### config.mk
export PLATFORM = sky130hd
export DESIGN_NAME = dnps_port_setup
export DESIGN_NICKNAME = d
export VERILOG_FILES = /design/src/common/dnps_pkg.sv /design/src/common/dnps_cfg_if.sv /design/src/dnps_port_table.sv /design/src/dnps_bit_reverse.sv /design/src/dnps_port_setup.sv
export SDC_FILE = /design/constraint.sdc
export NUM_CORES = 1
export LEC_CHECK = 0
export BUFFER_PORTS_ARGS = -buffer_cell sky130_fd_sc_hd__buf_2
export CORE_MARGIN = 4
export CORE_UTILIZATION = 55
export CTS_CLUSTER_SIZE = 25
export DETAILED_ROUTE_END_ITERATION = 8
export PLACE_DENSITY = 0.87
export SYNTH_ARGS = -nofsm -noshare
export SYNTH_HDL_FRONTEND = slang
export SYNTH_SLANG_ARGS = --single-unit
### constraint.sdc
create_clock -name clk -period 7.85 [get_ports clk]
set_input_delay 0 -clock clk [delete_from_list [all_inputs] [get_ports clk]]
set_output_delay 0 -clock clk [all_outputs]
set_load 0.03 [all_outputs]
### src/common/dnps_pkg.sv
package dnps_pkg;
  // ==========================================
  // port table geometry
  localparam int unsigned NUM_PORTS     = 160;
  localparam int unsigned LAST_PORT     = 160;
  localparam logic [7:0]  FINAL_PORT    = 8'h00A0;
  localparam logic [7:0]  FRAG_LIMIT    = 8'h0008;
  localparam logic [7:0]  WORD_BYTES    = 8'h0002;
  localparam logic [7:0]  PORT_BUF      = 8'h0008;
  // ==========================================
  // allocation caps
  localparam logic [7:0]  CAP_PEER_TX   = 8'h0010;
  localparam logic [7:0]  CAP_PEER_RX   = 8'h0090;
  localparam logic [7:0]  CAP_POLL      = 8'h003F;
  localparam logic [7:0]  CAP_STROBE_TX = 8'h0001;
  localparam logic [7:0]  CAP_STROBE_RX = 8'h003F;
  localparam logic [7:0]  CAP_TOTAL     = 8'h00A0;
  localparam logic [5:0]  MAX_NODE_ID   = 6'h3F;
  localparam logic [5:0]  MAX_SLAVE_PORTS = 6'h20;
  // ==========================================
  // slave status codes
  localparam logic [7:0]  ST_OK         = 8'h0000;
  localparam logic [7:0]  ST_PRODUCED   = 8'h0031;
  localparam logic [7:0]  ST_CONSUMED   = 8'h0032;
  localparam logic [7:0]  ST_STATION    = 8'h002F;
  // ==========================================
  // timing
  localparam int unsigned CLK_MHZ       = 200;
  localparam int unsigned RX_TIMEOUT_US = 100;
  localparam int unsigned RX_TIMEOUT_CYC = RX_TIMEOUT_US * CLK_MHZ;

  typedef enum logic [2:0] {
    DNPS_CT_NONE      = 3'b000,
    DNPS_CT_PEER_TX   = 3'b001,
    DNPS_CT_PEER_RX   = 3'b010,
    DNPS_CT_POLL      = 3'b011,
    DNPS_CT_STROBE_TX = 3'b100,
    DNPS_CT_STROBE_RX = 3'b101
  } dnps_ctype_t;

  typedef enum logic [1:0] {
    DNPS_MODE_OFF    = 2'b00,
    DNPS_MODE_MASTER = 2'b01,
    DNPS_MODE_SLAVE  = 2'b10,
    DNPS_MODE_PEER   = 2'b11
  } dnps_mode_t;
endpackage : dnps_pkg

### src/common/dnps_cfg_if.sv
`timescale 1ns/10ps
interface dnps_cfg_if;
  logic                     wrEn;
  logic [7:0]               wrPort;
  logic [2:0]               wrType;
  logic [7:0]               wrInBytes;
  logic [7:0]               wrOutBytes;
  logic [7:0]               rdPort;
  logic [2:0]               rdType;
  logic [7:0]               rdInBytes;
  logic [7:0]               rdOutBytes;
  modport table_side (input wrEn, wrPort, wrType, wrInBytes, wrOutBytes, rdPort,
                      output rdType, rdInBytes, rdOutBytes);
  modport user_side  (output wrEn, wrPort, wrType, wrInBytes, wrOutBytes, rdPort,
                      input rdType, rdInBytes, rdOutBytes);
endinterface : dnps_cfg_if

### src/dnps_port_table.sv
`timescale 1ns/10ps
// ==========================================
// port table memory, registered read
module dnps_port_table #(
  parameter int unsigned DEPTH = 161
) (
  input wire logic clk,
  dnps_cfg_if.table_side cfg
);
  typedef struct packed {
    logic [2:0] ctype;
    logic [7:0] inBytes;
    logic [7:0] outBytes;
  } dnps_entry_t;

  dnps_entry_t mem [DEPTH];
  dnps_entry_t rdEntry;

  always_ff @(posedge clk) begin
    if (cfg.wrEn) begin
      mem[cfg.wrPort] <= '{cfg.wrType, cfg.wrInBytes, cfg.wrOutBytes};
    end
    rdEntry <= mem[cfg.rdPort];
  end

  assign cfg.rdType     = rdEntry.ctype;
  assign cfg.rdInBytes  = rdEntry.inBytes;
  assign cfg.rdOutBytes = rdEntry.outBytes;
endmodule : dnps_port_table

### src/dnps_bit_reverse.sv
`timescale 1ns/10ps
// ==========================================
// 16-bit word bit reversal with bypass
module dnps_bit_reverse #(
  parameter int unsigned WIDTH = 16
) (
  input  wire logic             enable,
  input  wire logic             bypass,
  input  wire logic [WIDTH-1:0] dataIn,
  output logic      [WIDTH-1:0] dataOut
);
  logic [WIDTH-1:0] reversed;

  for (genvar i = 0; i < WIDTH; i++) begin : g_rev
    assign reversed[i] = dataIn[WIDTH-1-i];
  end

  assign dataOut = (enable && !bypass) ? reversed : dataIn;
endmodule : dnps_bit_reverse

### src/dnps_port_setup.sv
`timescale 1ns/10ps
// How it works
// [RL1] byte count above 8 marks that direction fragmented
// [RL2] master mode compares slave sizes before connecting, refuses on form mismatch
// [RL3] refused poll: 0x31 produced-size mismatch, 0x32 consumed-size mismatch
// [RL4] master also refuses when transmit size exceeds receive size
// [RL5] peer mode skips every size check
// [RL6] slave mode skips every size check
// [RL7] per-type caps 16, 144, 63, 1, 63 ports
// [RL8] total allocated ports at most 160, fragmented counts once
// [RL9] byte count of one still uses a whole word
// [RL10] one to 32 ports per slave, node ids 0 to 0x3F
// [RL11] final port 0xA0 holds at most 8 bytes
// [RL12] extended buffers of large ports may not overlap
// [RL13] format-conversion areas are never bit-reversed
// [RL14] station status on non-station destination refuses with 0x2F
// [RL15] station status taken once at connection
// [RL16] strobe exchange only with a strobe transmit port present
// [RL17] disabled communication kind stops all traffic
// [RL18] one communication type per port
// [RL19] configuring party gives both counts, unused set to 0
// [RL20] configuring party avoids bit reversal on numeric slaves
// [RL21] timeout flag when no reply after successful transmit
// [RL22] bit reversal swaps bit order in each 16-bit word
module dnps_port_setup #(
  parameter int unsigned TIMEOUT_CYC = dnps_pkg::RX_TIMEOUT_CYC
) (
  input  wire logic        clk,
  input  wire logic        rst_n,
  input  wire logic [1:0]  commMode,
  input  wire logic        cfgWrEn,
  input  wire logic [7:0]  cfgPort,
  input  wire logic [2:0]  cfgType,
  input  wire logic [7:0]  cfgInBytes,
  input  wire logic [7:0]  cfgOutBytes,
  input  wire logic        connReq,
  input  wire logic [5:0]  connNode,
  input  wire logic [5:0]  connPortCount,
  input  wire logic [7:0]  slaveProduced,
  input  wire logic [7:0]  slaveConsumed,
  input  wire logic [7:0]  myTxBytes,
  input  wire logic [7:0]  myRxBytes,
  input  wire logic        wantStationStatus,
  input  wire logic        destIsStation,
  input  wire logic [7:0]  stationStatusIn,
  input  wire logic        txDone,
  input  wire logic        rxSeen,
  input  wire logic        bitRevEn,
  input  wire logic        inConvArea,
  input  wire logic [15:0] wordIn,
  output logic             cfgAccept,
  output logic             cfgReject,
  output logic             connDone,
  output logic             connOk,
  output logic [7:0]       slaveStatus,
  output logic [7:0]       stationStatus,
  output logic             strobeActive,
  output logic             commEnabled,
  output logic             fragTx,
  output logic             fragRx,
  output logic [7:0]       inWords,
  output logic             slaveTimeout,
  output logic [15:0]      wordOut
);
  // ==========================================
  // state
  localparam int unsigned LAST_W = 8;

  typedef enum logic [1:0] {
    DNPS_ST_IDLE  = 2'b00,
    DNPS_ST_CHECK = 2'b01,
    DNPS_ST_WAIT  = 2'b10
  } dnps_state_t;

  typedef struct packed {
    dnps_state_t state;
    logic [7:0]  cntPeerTx;
    logic [7:0]  cntPeerRx;
    logic [7:0]  cntPoll;
    logic [7:0]  cntStrobeTx;
    logic [7:0]  cntStrobeRx;
    logic [7:0]  cntTotal;
    logic [LAST_W-1:0] reach;
    logic        cfgAccept;
    logic        cfgReject;
    logic        connDone;
    logic        connOk;
    logic [7:0]  slaveStatus;
    logic [7:0]  stationStatus;
    logic        fragTx;
    logic        fragRx;
    logic [7:0]  inWords;
    logic        monitoring;
    logic [31:0] toCnt;
    logic        slaveTimeout;
    logic [15:0] wordOut;
    logic        commEnabled;
    logic        strobeActive;
  } dnps_regs_t;

  dnps_regs_t       r;
  dnps_regs_t       next_r;
  logic [15:0]      revWord;
  logic [7:0]       extEnd;
  logic [7:0]       maxBytes;
  logic             typeFull;
  logic             overlap;
  logic             badPort;
  logic             cfgBad;

  // accepted entries land in the port table
  dnps_cfg_if cfgBus ();

  assign cfgBus.wrEn       = cfgWrEn && !cfgBad; // RL18
  assign cfgBus.wrPort     = cfgPort;
  assign cfgBus.wrType     = cfgType;
  assign cfgBus.wrInBytes  = cfgInBytes;
  assign cfgBus.wrOutBytes = cfgOutBytes;
  assign cfgBus.rdPort     = cfgPort;

  dnps_port_table #(.DEPTH(dnps_pkg::NUM_PORTS + 1)) u_table (
    .clk (clk),
    .cfg (cfgBus.table_side)
  );

  dnps_bit_reverse #(.WIDTH(16)) u_rev (
    .enable  (bitRevEn),
    .bypass  (inConvArea), // RL13
    .dataIn  (wordIn),
    .dataOut (revWord)      // RL22
  );

  // ==========================================
  // configuration check
  always_comb begin
    maxBytes = (cfgInBytes > cfgOutBytes) ? cfgInBytes : cfgOutBytes;
    // extended buffer reaches into following ports
    extEnd   = cfgPort + 8'((maxBytes + dnps_pkg::PORT_BUF - 8'h01) / dnps_pkg::PORT_BUF) - 8'h01; // RL12
    unique case (dnps_pkg::dnps_ctype_t'(cfgType))
      dnps_pkg::DNPS_CT_PEER_TX:   typeFull = r.cntPeerTx   >= dnps_pkg::CAP_PEER_TX;   // RL7
      dnps_pkg::DNPS_CT_PEER_RX:   typeFull = r.cntPeerRx   >= dnps_pkg::CAP_PEER_RX;   // RL7
      dnps_pkg::DNPS_CT_POLL:      typeFull = r.cntPoll     >= dnps_pkg::CAP_POLL;      // RL7
      dnps_pkg::DNPS_CT_STROBE_TX: typeFull = r.cntStrobeTx >= dnps_pkg::CAP_STROBE_TX; // RL7
      dnps_pkg::DNPS_CT_STROBE_RX: typeFull = r.cntStrobeRx >= dnps_pkg::CAP_STROBE_RX; // RL7
      default:                     typeFull = 1'b1;
    endcase
    // ports must be allocated in ascending order; overlap with previous reach
    overlap = (r.reach != 8'h00) && (cfgPort < r.reach); // RL12 RL18
    badPort = (cfgPort == 8'h00) || (cfgPort > dnps_pkg::FINAL_PORT)
           || (extEnd > dnps_pkg::FINAL_PORT)                                   // RL12
           || ((cfgPort == dnps_pkg::FINAL_PORT) && (maxBytes > dnps_pkg::FRAG_LIMIT)); // RL11
    cfgBad  = typeFull || overlap || badPort || (r.cntTotal >= dnps_pkg::CAP_TOTAL); // RL8
  end

  // ==========================================
  // next state
  always_comb begin
    next_r = r;
    next_r.cfgAccept = 1'b0;
    next_r.cfgReject = 1'b0;
    next_r.connDone  = 1'b0;
    next_r.commEnabled = (commMode != dnps_pkg::DNPS_MODE_OFF); // RL17
    next_r.strobeActive = next_r.commEnabled && (r.cntStrobeTx != 8'h00); // RL16
    next_r.wordOut = revWord;

    if (cfgWrEn) begin
      if (cfgBad) begin // RL8
        next_r.cfgReject = 1'b1;
      end else begin
        next_r.cfgAccept = 1'b1;
        next_r.cntTotal  = r.cntTotal + 8'h01; // RL8
        next_r.reach     = extEnd + 8'h01;
        next_r.fragTx    = cfgOutBytes > dnps_pkg::FRAG_LIMIT; // RL1
        next_r.fragRx    = cfgInBytes  > dnps_pkg::FRAG_LIMIT; // RL1
        next_r.inWords   = (cfgInBytes + 8'h01) >> 1;          // RL9
        unique case (dnps_pkg::dnps_ctype_t'(cfgType))
          dnps_pkg::DNPS_CT_PEER_TX:   next_r.cntPeerTx   = r.cntPeerTx + 8'h01;
          dnps_pkg::DNPS_CT_PEER_RX:   next_r.cntPeerRx   = r.cntPeerRx + 8'h01;
          dnps_pkg::DNPS_CT_POLL:      next_r.cntPoll     = r.cntPoll + 8'h01;
          dnps_pkg::DNPS_CT_STROBE_TX: next_r.cntStrobeTx = r.cntStrobeTx + 8'h01;
          default:                     next_r.cntStrobeRx = r.cntStrobeRx + 8'h01;
        endcase
      end
    end

    if (r.state == DNPS_ST_IDLE) begin
      if (connReq && next_r.commEnabled) begin
        next_r.state = DNPS_ST_CHECK;
      end
    end else if (r.state == DNPS_ST_CHECK) begin
      next_r.state    = DNPS_ST_IDLE;
      next_r.connDone = 1'b1;
      next_r.connOk   = 1'b1;
      next_r.slaveStatus = dnps_pkg::ST_OK;
      if ((connPortCount == 6'h00) || (connPortCount > dnps_pkg::MAX_SLAVE_PORTS)
          || (connNode > dnps_pkg::MAX_NODE_ID)) begin // RL10
        next_r.connOk = 1'b0;
      end
      if (commMode == dnps_pkg::DNPS_MODE_MASTER) begin // RL2 RL5 RL6
        if (((slaveProduced > dnps_pkg::FRAG_LIMIT) != (myRxBytes > dnps_pkg::FRAG_LIMIT))
            || (slaveProduced != myRxBytes)) begin // RL2
          next_r.connOk      = 1'b0;
          next_r.slaveStatus = dnps_pkg::ST_PRODUCED; // RL3
        end else if (((slaveConsumed > dnps_pkg::FRAG_LIMIT) != (myTxBytes > dnps_pkg::FRAG_LIMIT))
                     || (slaveConsumed != myTxBytes)) begin
          next_r.connOk      = 1'b0;
          next_r.slaveStatus = dnps_pkg::ST_CONSUMED; // RL3
        end else if (myTxBytes > myRxBytes) begin
          next_r.connOk      = 1'b0;
          next_r.slaveStatus = dnps_pkg::ST_CONSUMED; // RL4
        end
      end
      if (wantStationStatus && !destIsStation) begin
        next_r.connOk      = 1'b0;
        next_r.slaveStatus = dnps_pkg::ST_STATION; // RL14
      end else if (wantStationStatus && next_r.connOk) begin
        next_r.stationStatus = stationStatusIn; // RL15
      end
      next_r.monitoring = 1'b0;
      next_r.toCnt      = 32'h0000_0000;
    end

    // reply monitoring armed by a good transmit
    if (txDone && r.connOk && next_r.commEnabled) begin
      next_r.monitoring = 1'b1; // RL21
      next_r.toCnt      = 32'h0000_0000;
    end else if (r.monitoring) begin
      if (rxSeen) begin
        next_r.monitoring   = 1'b0;
        next_r.slaveTimeout = 1'b0;
      end else if (r.toCnt >= 32'(TIMEOUT_CYC - 1)) begin
        next_r.monitoring   = 1'b0;
        next_r.slaveTimeout = 1'b1; // RL21
      end else begin
        next_r.toCnt = r.toCnt + 32'h0000_0001;
      end
    end
  end

  always_ff @(posedge clk) begin
    if (!rst_n) begin
      r <= '0;
    end else begin
      r <= next_r;
    end
  end

  assign cfgAccept     = r.cfgAccept;
  assign cfgReject     = r.cfgReject;
  assign connDone      = r.connDone;
  assign connOk        = r.connOk;
  assign slaveStatus   = r.slaveStatus;
  assign stationStatus = r.stationStatus;
  assign strobeActive  = r.strobeActive;
  assign commEnabled   = r.commEnabled;
  assign fragTx        = r.fragTx;
  assign fragRx        = r.fragRx;
  assign inWords       = r.inWords;
  assign slaveTimeout  = r.slaveTimeout;
  assign wordOut       = r.wordOut;
endmodule : dnps_port_setup

Word-level counts from Yosys, hierarchy flattened
Index checks and enable logic that the tools add are counted.
- multiplexer cells: 29
- eq/ne operators: 13
- magnitude comparators: 21
- add/sub/neg operators: 13
- reductions and logical operators: 43
- bitwise logic cells: 6
- operators by type and width (cell ; number):
    $mux 33 ; 3
    $add 8x1->8 const B ; 8
    $mux 32 ; 2
    $mux 9 ; 7
    $gt 8x4->1 const B ; 7
    $mux 34 ; 1
    $add 32x1->32 const B ; 1
    $ge 32x15->1 const B ; 1
    $mux 8 ; 3
    $mux 18 ; 1
    $reduce_and 3->1 ; 6
    $ge 8x6->1 const B ; 2
    $ge 8x8->1 const B ; 2
    $gt 8x8->1 ; 2
    $gt 8x8->1 const B ; 2
    $mux 16 ; 1
    $ne 8x8->1 ; 2
    $reduce_bool 8->1 ; 2
    $sub 8x1->8 const B ; 2
    $gt 6x6->1 const B ; 2
    $logic_or 1x1->1 ; 10
    $logic_and 1x1->1 ; 9
    $add 8x4->8 const B ; 1
    $add 8x5->8 ; 1
    23 further kinds ; 47
- bits of input ports: 107
- flip-flop bits (word level): 139
- logic and storage cells: 148

Depth between registers and ports, before layout
Gate-level depths: netlist (run 1).
- word-level depth: 14
- mapped depth: 24

By module
From an unflattened synthesis (run 1), not the netlist that was laid out.
- cells, all modules: 914
- area total of the unflattened synthesis: 7897.6 um2
- by module, submodules not included (module ; area an instance (um2) ; instances ; cells each):
    dnps_port_setup ; 7607.3 ; 1 ; 894
    dnps_bit_reverse ; 290.3 ; 1 ; 20

Least setup slack after synthesis (run 1)
Ideal clock, no wire load.
- path kind: input -> register
- start: input cfgOutBytes[1]
- end: register r[127] (netlist name)
- buffers on the path: 2
- required time: 7730 ps
- stages on the path: 23
- slack: 3474 ps
- data arrival time: 4256 ps
- cell sequence: inv_1 ha_1 nor2b_1 o21ai_0 a21boi_0 o31ai_1 clkbuf_1 mux2i_1 a21oi_1 nor3_1 a21oi_1 ha_1 inv_1 ha_1 and3_1 o21a_1 nor4b_1 a211oi_1 o21a_1 nor3_1 buf_2 nand4_1 mux2i_1
- cells in the longest elaborated chain, start to end: 13
- RTL lines (item ; line ; text):
    start: declaration ; dnps_port_setup.sv:35 ; input wire logic [7:0] cfgOutBytes,
    $gt 8x8->1 ; dnps_port_setup.sv:136 ; maxBytes = (cfgInBytes > cfgOutBytes) ? cfgInBytes : cfgOutBytes;
    $mux 8 (*) ; dnps_port_setup.sv:136 ;
    $add 8x4->8 ; dnps_port_setup.sv:138 ; extEnd = cfgPort + 8'((maxBytes + dnps_pkg::PORT_BUF - 8'h01) / dnps_pkg::PORT_BUF) - 8'h01;
    $sub 8x1->8 ; dnps_port_setup.sv:138 ;
    $add 8x5->8 ; dnps_port_setup.sv:138 ;
    $sub 8x1->8 ; dnps_port_setup.sv:138 ;
    $gt 8x8->1 ; dnps_port_setup.sv:150 ; || (extEnd > dnps_pkg::FINAL_PORT)
    $logic_or 1x1->1 ; dnps_port_setup.sv:150 ;
    $logic_or 1x1->1 (*) ; dnps_port_setup.sv:151 ; || ((cfgPort == dnps_pkg::FINAL_PORT) && (maxBytes > dnps_pkg::FRAG_LIMIT));
    $logic_or 1x1->1 (*) (2 in a row) ; dnps_port_setup.sv:152 ; cfgBad = typeFull || overlap || badPort || (r.cntTotal >= dnps_pkg::CAP_TOTAL);
    $not 1->1 (no source line) (*) ; - ;
    $reduce_and 3->1 (no source line) (*) ; - ;
    end signal: assignment ; dnps_port_setup.sv:244 ; r <= next_r;
    end: declaration ; dnps_port_setup.sv:101 ; dnps_regs_t r;
Every way passes the cells marked *; elsewhere a longest branch is shown, timed or not.
A chain may end at the register's enable or synchronous reset.

Worst setup path after layout (run 1)
- start: input cfgInBytes[5]
- end: register r, in the netlist inWords[5]
- cells in the longest elaborated chain, start to end: 13
- RTL lines (item ; line ; text):
    start: declaration ; dnps_port_setup.sv:34 ; input wire logic [7:0] cfgInBytes,
    $gt 8x8->1 ; dnps_port_setup.sv:136 ;
    $mux 8 ; dnps_port_setup.sv:136 ;
    $add 8x4->8 ; dnps_port_setup.sv:138 ;
    $sub 8x1->8 ; dnps_port_setup.sv:138 ;
    $add 8x5->8 ; dnps_port_setup.sv:138 ;
    $sub 8x1->8 ; dnps_port_setup.sv:138 ;
    $gt 8x8->1 ; dnps_port_setup.sv:150 ;
    $logic_or 1x1->1 ; dnps_port_setup.sv:150 ;
    $logic_or 1x1->1 ; dnps_port_setup.sv:151 ;
    $logic_or 1x1->1 (2 in a row) ; dnps_port_setup.sv:152 ;
    $not 1->1 (no source line) ; - ;
    $reduce_and 2->1 (no source line) ; - ;
Several ways; a longest one is shown, not always the timed one.

==> flow_summary.ini, run 1 <==
[logic_synthesis]
ys_types = 68
yosysTopAreaCell = dfxtp_1
avgSynthCellArea_sq_um = 8.31
ys.flop_type = dfxtp_1
yosysMostFrequentCell = dfxtp_1
synth_top_area_share_pct = 35.7
synth_commonest_cells = 135 x dfxtp_1, 102 x nand2_1, 69 x a21oi_1, 63 x inv_1, 57 x nor2_1
synth_edf_count = 0
ys_seq_area_share_pct = 35.7
netlist_top_cells_area = dfxtp_1 36%, ha_1 8.8%, nand2_1 5.1%
syn_area_sq_um = 7570
synth_seq_cells = 135
syn_inst = 911
async_flop_share_pct = 0
ys.warnings.count = 0

[clock_network]
clock_path_buffers = 2
clock-sinks = 135
cts-buffers-inserted = 17
clkTransAtPathRegs_ns = 0.06
clockRootBuffer = clkbuf_16
clkLatencyLatePin_ns = 0.42
postCtsSetupBuffers = 0
holdBufCountCts = 45
cts-htree-levels = 4
tritoncts = done
cts.repair.resized = 0

[worst_setup_path]
critical_path_arrival_ns = 5.66
critical-path-slowest-cell = nor3_2
end_kind = register
cpPeakStageDelay_ns = 0.81
crit_type = in2reg
start_kind = primary input
cp_max_fo = 18
cp_cell_sequence = dlygate4sd3_1, buf_2, ha_1, a211oi_1, nor2_1, o31ai_1, buf_4, mux2i_1, a21oi_1, nor3_1, a21oi_1, ha_1, inv_1, ha_1, and3_1, o21a_1, nor4b_1, a211oi_1, o21a_1, nor3_2, buf_4, nor2_1, a211oi_1
cp.required_ns = 8.18

[place]
dp_hpwl_um = 12500
io_buffers = 146
place_inst = 1163
place.gp.congestion = 0.921
dp_slack_ns = 2.66
placed_cell_area_sq_um = 8110

[timing]
finalClockSkew_ns = 0.00717
slew_viol_final = 0
relSlewSlack_pct = 30.7
setup_violations = 0
whs_ns = 0.0126
setup_ws_ns = 2.52
hold_viol = 0
rsz0062_at_grt = no
worst_pin_slew_ns = 1.04
min_period_over_period_pct = 67.9
fmax_mhz = 188
period_needed_ns = 5.33
setup_tns_ns = 0

[grt]
antenna_found_initial = 0
overflow = 0
grt_max_degree = 53
grt_use_total_pct = 23.6
grt_pass1_vias = 6608
grt_pass1_wl_um = 31000

[run_status]
status = finished clean

[cells_and_area]
area_growth_pct = 20.8
nets = 1212
antenna_cells = 0
drive_gt1_share_pct = 19.2
instances_no_fill = 1240
final_cell_area_sq_um = 9150

[drt]
drt_iter0_drc = 450
wl_per_cell_um = 14.9
drc = 0
route.detailed.vias_per_inst = 5.58
totalWireLength_um = 18400
antenna_left = 0
first_pass_iters = 6
vias = 6916

[floorplanning]
dieArea_sq_um = 15700
die_x_um = 125
io_pins = 156
fp.dieH_um = 125
start_util_pct = 56.7
core_sq_um = 13300
rows = 42

[run]
cap_violations = 0

[hold_path]
worstHoldPathType = in2reg

[pwr]
powerDensity_nw_per_um2 = 205
p_leak_nw = 3.98
ir_drop_v = 0.000170
-- final cells by class --
type	instances	area, sq um
Fill cell	989	4200
Multi-Input combinational cell	640	4200
Sequential cell	135	2700
Timing Repair Buffer	194	1200
Clock buffer	20	457
Inverter	63	236
Tap cell	176	220
Clock inverter	12	128
-- critical path, delay by kind of cell --
kind,cells,cell delay (ns)
AO/OA/AOI/OAI,8,1.46
adder cells (fa/ha/maj),3,0.92
buffers and inverters,5,1.33
multiplexers,1,0.36
AND/OR/NAND/NOR,6,1.59
-- flip-flops by register name, indices dropped and copies added (netlist names) --
name and cells:
cfgAccept 1, fragRx 1, slaveStatus 5, wordOut 16, stationStatus 8, r 90
commEnabled 1, connDone 1, connOk 1, slaveTimeout 1, cfgReject 1, fragTx 1
inWords 7, strobeActive 1
-- power breakdown --
part / internal [mW] / switching [mW]
clock: 0.482 / 0.295
sequential: 0.709 / 0.0146
combinational: 0.150 / 0.229
-- stage by stage --
stage,total power [mW],util (%)
2_1_floorplan,1.01,-
3_5_place_dp,1.09,60.8
3_3_place_gp,1.08,60.8
4_1_cts,1.89,68.5
5_1_grt,1.97,68.5
6_report,1.88,68.5
-- routing by layer --
metal,up-vias,routed length [um],GRT usage [%]
li1,3411,-,-
met1,3193,7670,28.6
met2,264,8980,40.1
met3,48,1260,6.40
met4,0,530,9.12
met5,-,0,0
-- worst paths after layout --
path / start / to / slack, ns / cells after the start
worst max-delay path: cfgInBytes[5] / inWords[5] / 2.52 / 23
worst min-delay path: cfgInBytes[7] / inWords[6] / 0.01 / 3
worst max register to register: r[83] / inWords[5] / 4.47 / 11
worst min register to register: r[46] / r[46] / 0.46 / 1
-- cells in the final DEF (no fill, tap or decap), drive strengths merged, types with 5 or more instances in the layout --
cell type,synthesis,routed
or3,9,9
nor4,22,22
o31ai,8,8
xnor2,16,16
nand3,27,27
nor3,10,10
and3,11,11
a21oi,69,69
nand4,20,20
and4,5,5
a31oi,6,6
dfxtp,135,135
mux2i,16,16
nor2b,5,5
and2,29,29
dlygate4sd3,0,45
xor2,28,28
or4,5,5
nand2,102,102
clkinv,0,6
inv,63,63
nand2b,15,15
nor2,57,57
clkbuf,26,20
a211oi,13,13
nand3b,12,12
mux2,5,5
buf,49,149
ha,53,53
o21ai,49,49
-- logic make-up after synthesis --
| kind of cell | Yosys count | synth area share (%) |
|---|---|---|
| AOI/OAI and AO/OA | 178 | 14.4 |
| xor gates and xnor gates | 44 | 5.09 |
| adders and majority gates | 54 | 9.03 |
| buffers and inverters | 138 | 8.98 |
| DFF | 135 | 35.7 |
| muxes | 21 | 2.86 |
| other | 1 | 0.0495 |
| and+or+nand+nor | 340 | 23.9 |
No activity file was read; power rests on OpenSTA's default activity.
==> run 2: changes to the inputs <==
--- a/config.mk
+++ b/config.mk
@@ -7,10 +7,10 @@
 export LEC_CHECK = 0
 export BUFFER_PORTS_ARGS = -buffer_cell sky130_fd_sc_hd__buf_2
 export CORE_MARGIN = 4
-export CORE_UTILIZATION = 55
+export CORE_UTILIZATION = 50
 export CTS_CLUSTER_SIZE = 25
 export DETAILED_ROUTE_END_ITERATION = 8
-export PLACE_DENSITY = 0.87
+export PLACE_DENSITY = 0.84
 export SYNTH_ARGS = -nofsm -noshare
 export SYNTH_HDL_FRONTEND = slang
 export SYNTH_SLANG_ARGS = --single-unit
==> constraint.sdc (replaced) <==
create_clock -name clk -period 4.8 [get_ports clk]
set_input_delay 0 -clock clk [delete_from_list [all_inputs] [get_ports clk]]
set_output_delay 0 -clock clk [all_outputs]
set_load 0.03 [all_outputs]
==> run 2 against run 1 <==
Effect of this change: clock-buffer cell count decreased by 1; highest routed layer unchanged; core utilization decreased by 5.7 points; cell area increased by 1.0%; via count decreased by 1.0%; critical path depth decreased by 2; clock skew increased by 0.0057 ns; critical endpoint is now r[124]; largest cell class unchanged; global-route usage decreased by 2.4 points; wire length decreased by 1.3%; sequential power increased by 63%; clock power increased by 75%; sequential share of layout area decreased by 0.30 points; non-clock buffer count increased by 5.
==> flow_summary.ini, run 2 (synthesis gave the netlist of run 1 again) <==
[run_status]
status = finished clean

[drt]
vias = 6845
route.detailed.vias_per_inst = 5.46
antenna_left = 0
first_pass_iters = 4
totalWireLength_um = 18200
drt_iter0_drc = 320
wl_per_cell_um = 14.5
drc = 0

[worst_setup_path]
cpPeakStageDelay_ns = 0.41
r2r_cells = 11
critical_path_arrival_ns = 4.67
cp.required_ns = 5.14
cp_max_fo = 18
cp_num_buf_inv = 4
crit_type = in2reg
crit-reg2reg-launch = r[83]
end_kind = register
start_kind = primary input
critical-path-slowest-cell = o41a_1
crit_cells = 21
cp_top_family = compound AO/OA/AOI/OAI gates
crit_top_cell = ha_1
regToRegSetupSlack_ns = 1.87
cp_cell_sequence = buf_2, ha_1, nor2b_1, o21ai_0, a21boi_0, o31ai_2, buf_4, mux2i_1, xor2_1, ha_1, inv_1, ha_1, a211oi_1, nor2_1, xor2_1, o41a_1, o21ai_2, nand3_2, buf_4, or3_1, a21oi_1
r2r_end = r[124]

[cells_and_area]
nFillCells = 1262
area_growth_pct = 22.1
nets = 1217
antenna_cells = 0
final_cell_area_sq_um = 9240
top_register = r
instances_no_fill = 1253
seqCellArea_sq_um = 2700
post-route-util_pct = 62.9
layout_commonest_cell = buf_2
drive_gt1_share_pct = 19.8
largest_reg_flops = 90
mostFrequentLayoutCells = 146 x buf_2, 135 x dfxtp_1, 102 x nand2_1
multi_input_area_sq_um = 4210

[clock_network]
clkTransAtPathRegs_ns = 0.07
clockRootBuffer = clkbuf_16
clock-sinks = 135
cts-buffers-inserted = 17
clkLatencyLatePin_ns = 0.42
cts-htree-levels = 4
clock_path_buffers = 2
tritoncts = done

[place]
dp_hpwl_um = 12800
placed_cell_area_sq_um = 8160
place_inst = 1176
io_buffers = 146
dp_slack_ns = 0.0436
place.gp.congestion = 0.856

[pwr]
total_power_mw = 3.19
combPwrFrac_pct = 20.2
ir_drop_v = 0.000294
p_seq_share_pct = 37.1
clkPwrFrac_pct = 42.7
power_switching_uw = 910
switching_share_pct = 28.6
p_int_mw = 2.28
p_leak_nw = 4.02
powerDensity_nw_per_um2 = 345

[timing]
setup_violations = 0
worst_pin_slew_ns = 1.07
hold_viol = 0
min_period_over_period_pct = 90.2
rsz0062_at_grt = no
slew_viol_final = 0
finalClockSkew_ns = 0.0129
period_needed_ns = 4.33
setup_tns_ns = 0
relSlewSlack_pct = 28.3
fmax_mhz = 231
whs_ns = 0.0132
setup_ws_ns = 0.471

[grt]
grt_use_total_pct = 21.2
antenna_found_initial = 0
grt_pass1_wl_um = 29300
grt_pass1_vias = 6600
grt_max_degree = 53
overflow = 0

[floorplanning]
start_util_pct = 51.5
dieArea_sq_um = 17200
rows = 44
io_pins = 156
die_x_um = 131
core_sq_um = 14700
fp.dieH_um = 131

[hold_path]
hold_end = fragRx
hold_depth = 3
worstHoldPathType = in2reg
min_from = cfgInBytes[2]

[run]
cap_violations = 0
==> run 2: cell types whose count changed in the layout (fill, tap and decap cells not counted), sizes merged <==
cell      change
clkbuf        -1
buf           +5
bufinv        +1
clkinv        -3
inv           +4
clkinvlp      -1
==> run 2: layout make-up <==
class,instances,share of cell area (%)
clock buffer,19,4.90
clock inverter,13,1.83
multi-input combinational,640,45.5
timing repair buffer,199,13.4
inverter,63,2.56
sequential,135,29.2
tap,184,2.49
==> run 2: worst max path at each step <==
| stage | slack, ns | start | to |
|---|---|---|---|
| 6_report | 0.47 | cfgInBytes[1] | r[124] |
| 5_1_grt | 0.07 | cfgInBytes[1] | r[124] |
| 4_1_cts | 0.46 | cfgInBytes[1] | r[124] |
| 3_5_place_dp | 0.04 | cfgInBytes[5] | r[124] |
| 3_3_place_gp | 0.26 | cfgInBytes[1] | r[124] |
| 2_1_floorplan | 0.42 | cfgOutBytes[1] | r[127] |
==> run 2: per-layer routing <==
layer  part of all wire (%)  track usage (%)
met5                      0                0
met2                     49             37.5
met4                    2.6             9.07
met1                     43             24.2
met3                    5.8             5.24
==> run 2: power groups by stage <==
stage,logic [mW],registers [mW],clock network (mW)
after floorplan,0.439,1.21,0
after global placement,0.589,1.20,0
after detailed placement,0.604,1.21,0
after CTS,0.640,1.18,1.38
after global routing,0.714,1.19,1.43
final,0.645,1.18,1.36
==> run 2: what timing repair did <==
action	CTS	global route
hold buffers	45	0
endpoints found under the setup margin	0	1
endpoints found under the hold margin	36	0
buffers inserted	0	0
resized for setup	0	2
==> run 2: worst min-delay path: cells and delay by family <==
kind,cells,cell delay (ns)
buf+inv,1,0.14
compound gates,2,0.25
==> run 3: changes to the inputs <==
==> constraint.sdc (replaced) <==
create_clock -name clk -period 4.8 [get_ports clk]
set_input_delay 0.48 -clock clk [delete_from_list [all_inputs] [get_ports clk]]
set_output_delay 0.48 -clock clk [all_outputs]
set_load 0.03 [all_outputs]
==> run 3 against run 2 <==
Effect of this change: flip-flop and latch count stayed put; clock power is 7% lower; sequential power hardly changed; die area stayed put; combinational power is 2% higher; hold slack better by 0.27 ns; cell area is 3.0% lower; clock-buffer cell count is 1 higher; core utilization is 1.9 points lower; sequential share of layout area is 0.89 points higher; clock skew is 0.0026 ns lower.
==> flow_summary.ini, run 3 (synthesis gave the netlist of run 1 again) <==
[hold_path]
hold_depth = 2
worstHoldPathType = in2reg
min_from = rxSeen
hold_end = slaveTimeout

[worst_setup_path]
cp_max_fo = 10
end_kind = register
r2r_cells = 11
critical_path_arrival_ns = 4.79
regToRegSetupSlack_ns = 1.97
cp_top_family = simple AND/OR/NAND/NOR gates
start_kind = primary input
cp.required_ns = 5.14
critical-path-slowest-cell = or4_1
cp_cell_sequence = buf_2, ha_1, nor2b_1, o21ai_0, a21boi_0, o31ai_1, buf_4, mux2i_2, a21oi_1, nor3_1, a21oi_1, ha_1, inv_1, ha_1, and3_1, o21a_1, nor4b_1, a211oi_1, o21ai_2, buf_4, nand4_4, or4_1, a21oi_1
r2r_end = r[103]
cp_num_buf_inv = 4
crit_type = in2reg
cpPeakStageDelay_ns = 0.53
crit-reg2reg-launch = r[83]

[timing]
whs_ns = 0.280
setup_violations = 0
finalClockSkew_ns = 0.0103
slew_viol_final = 0
min_period_over_period_pct = 92.6
worst_pin_slew_ns = 1.03
hold_viol = 0
rsz0062_at_grt = no
period_needed_ns = 4.44
relSlewSlack_pct = 31.1
fmax_mhz = 225

[cells_and_area]
multi_input_area_sq_um = 4200
antenna_cells = 0
drive_gt1_share_pct = 22.6
instances_no_fill = 1237
nets = 1203
final_cell_area_sq_um = 8970
layout_commonest_cell = buf_2
top_register = r
largest_reg_flops = 90
mostFrequentLayoutCells = 146 x buf_2, 135 x dfxtp_1, 102 x nand2_1
seqCellArea_sq_um = 2700
nFillCells = 1245
area_growth_pct = 18.5

[clock_network]
cts-htree-levels = 4
holdBufCountCts = 0
cts-buffers-inserted = 17
clock_path_buffers = 2
tritoncts = done
clkLatencyLatePin_ns = 0.42
clkTransAtPathRegs_ns = 0.06
clockRootBuffer = clkbuf_16
clock-sinks = 135

[pwr]
powerDensity_nw_per_um2 = 346
ir_drop_v = 0.000293
total_power_mw = 3.10
p_leak_nw = 3.94

[floorplanning]
rows = 44
die_x_um = 131
fp.dieH_um = 131
core_sq_um = 14700
io_pins = 156
dieArea_sq_um = 17200
start_util_pct = 51.5

[grt]
antenna_found_initial = 0
grt_use_total_pct = 20.3
overflow = 0
grt_pass1_vias = 6379
grt_pass1_wl_um = 28300
grt_max_degree = 53

[run_status]
status = finished clean

[drt]
drc = 0
antenna_left = 0
totalWireLength_um = 17400
vias = 6725
wl_per_cell_um = 14.0
first_pass_iters = 5
route.detailed.vias_per_inst = 5.44
drt_iter0_drc = 348

[place]
place.gp.congestion = 0.835
dp_hpwl_um = 12900
io_buffers = 146
placed_cell_area_sq_um = 8390
place_inst = 1207

[run]
cap_violations = 0
## run 3: how the worst max path moves through the flow
stage	endpoint	start	slack, ns	cells past startpoint
after floorplan	r[127]	cfgOutBytes[1]	0.03	23
after global placement	r[119]	cfgInBytes[1]	0.004	23
after detailed placement	r[119]	cfgInBytes[1]	-0.10	23
after CTS	r[119]	cfgInBytes[1]	0.32	23
after global routing	r[119]	cfgOutBytes[1]	0.008	23
final	r[119]	cfgInBytes[1]	0.36	23
## run 3: metrics by stage
stage	setup TNS (ns)	setup WS [ns]	utilization, %
floorplan	0	0.0348	-
global placement	0	0.00370	57.1
detailed placement	-0.251	-0.101	57.1
CTS	0	0.320	61.0
global route	0	0.00796	61.0
finish	0	0.357	61.0
## run 3: repair_timing
| action | in CTS | in global routing |
|---|---|---|
| endpoints found under the setup margin | 0 | 1 |
| gates resized for setup | 0 | 1 |
| setup buffers | 0 | 0 |
## run 3: area by class of cell
cell class	count	area share, %
timing repair buffer	185	11.4
clock inverter	10	1.38
clock buffer	20	4.98
sequential	135	30.1
inverter	63	2.64
tap	184	2.57
multi-input combinational	640	46.9
## run 3: power breakdown
group	internal (mW)	switching [mW]	total (mW)	leakage [nW]
Clock	0.775	0.485	1.26	0.273
Sequential	1.16	0.0230	1.18	1.09
Combinational	0.284	0.376	0.660	2.58
## run 3: worst reg2reg max path, stage by stage, from the launching register on
cell and delay, ns:
dfxtp_1 0.36, inv_1 0.05, ha_1 0.26, o21ai_0 0.07
o21bai_1 0.17, a21oi_1 0.09, o21ai_0 0.48, and4_4 0.39
nand3_2 0.13, buf_4 0.19, nor4_1 0.33, mux2i_1 0.22
## run 3: per-layer routing
layer	wire length [um]	GRT usage, %	vias to the layer above	part of all wire [%]
li1	-	-	3384	-
met1	7450	23.5	3099	43
met2	8370	35.6	210	48
met3	1130	5.08	32	6.5
met4	408	8.41	0	2.3
met5	0	0	-	0
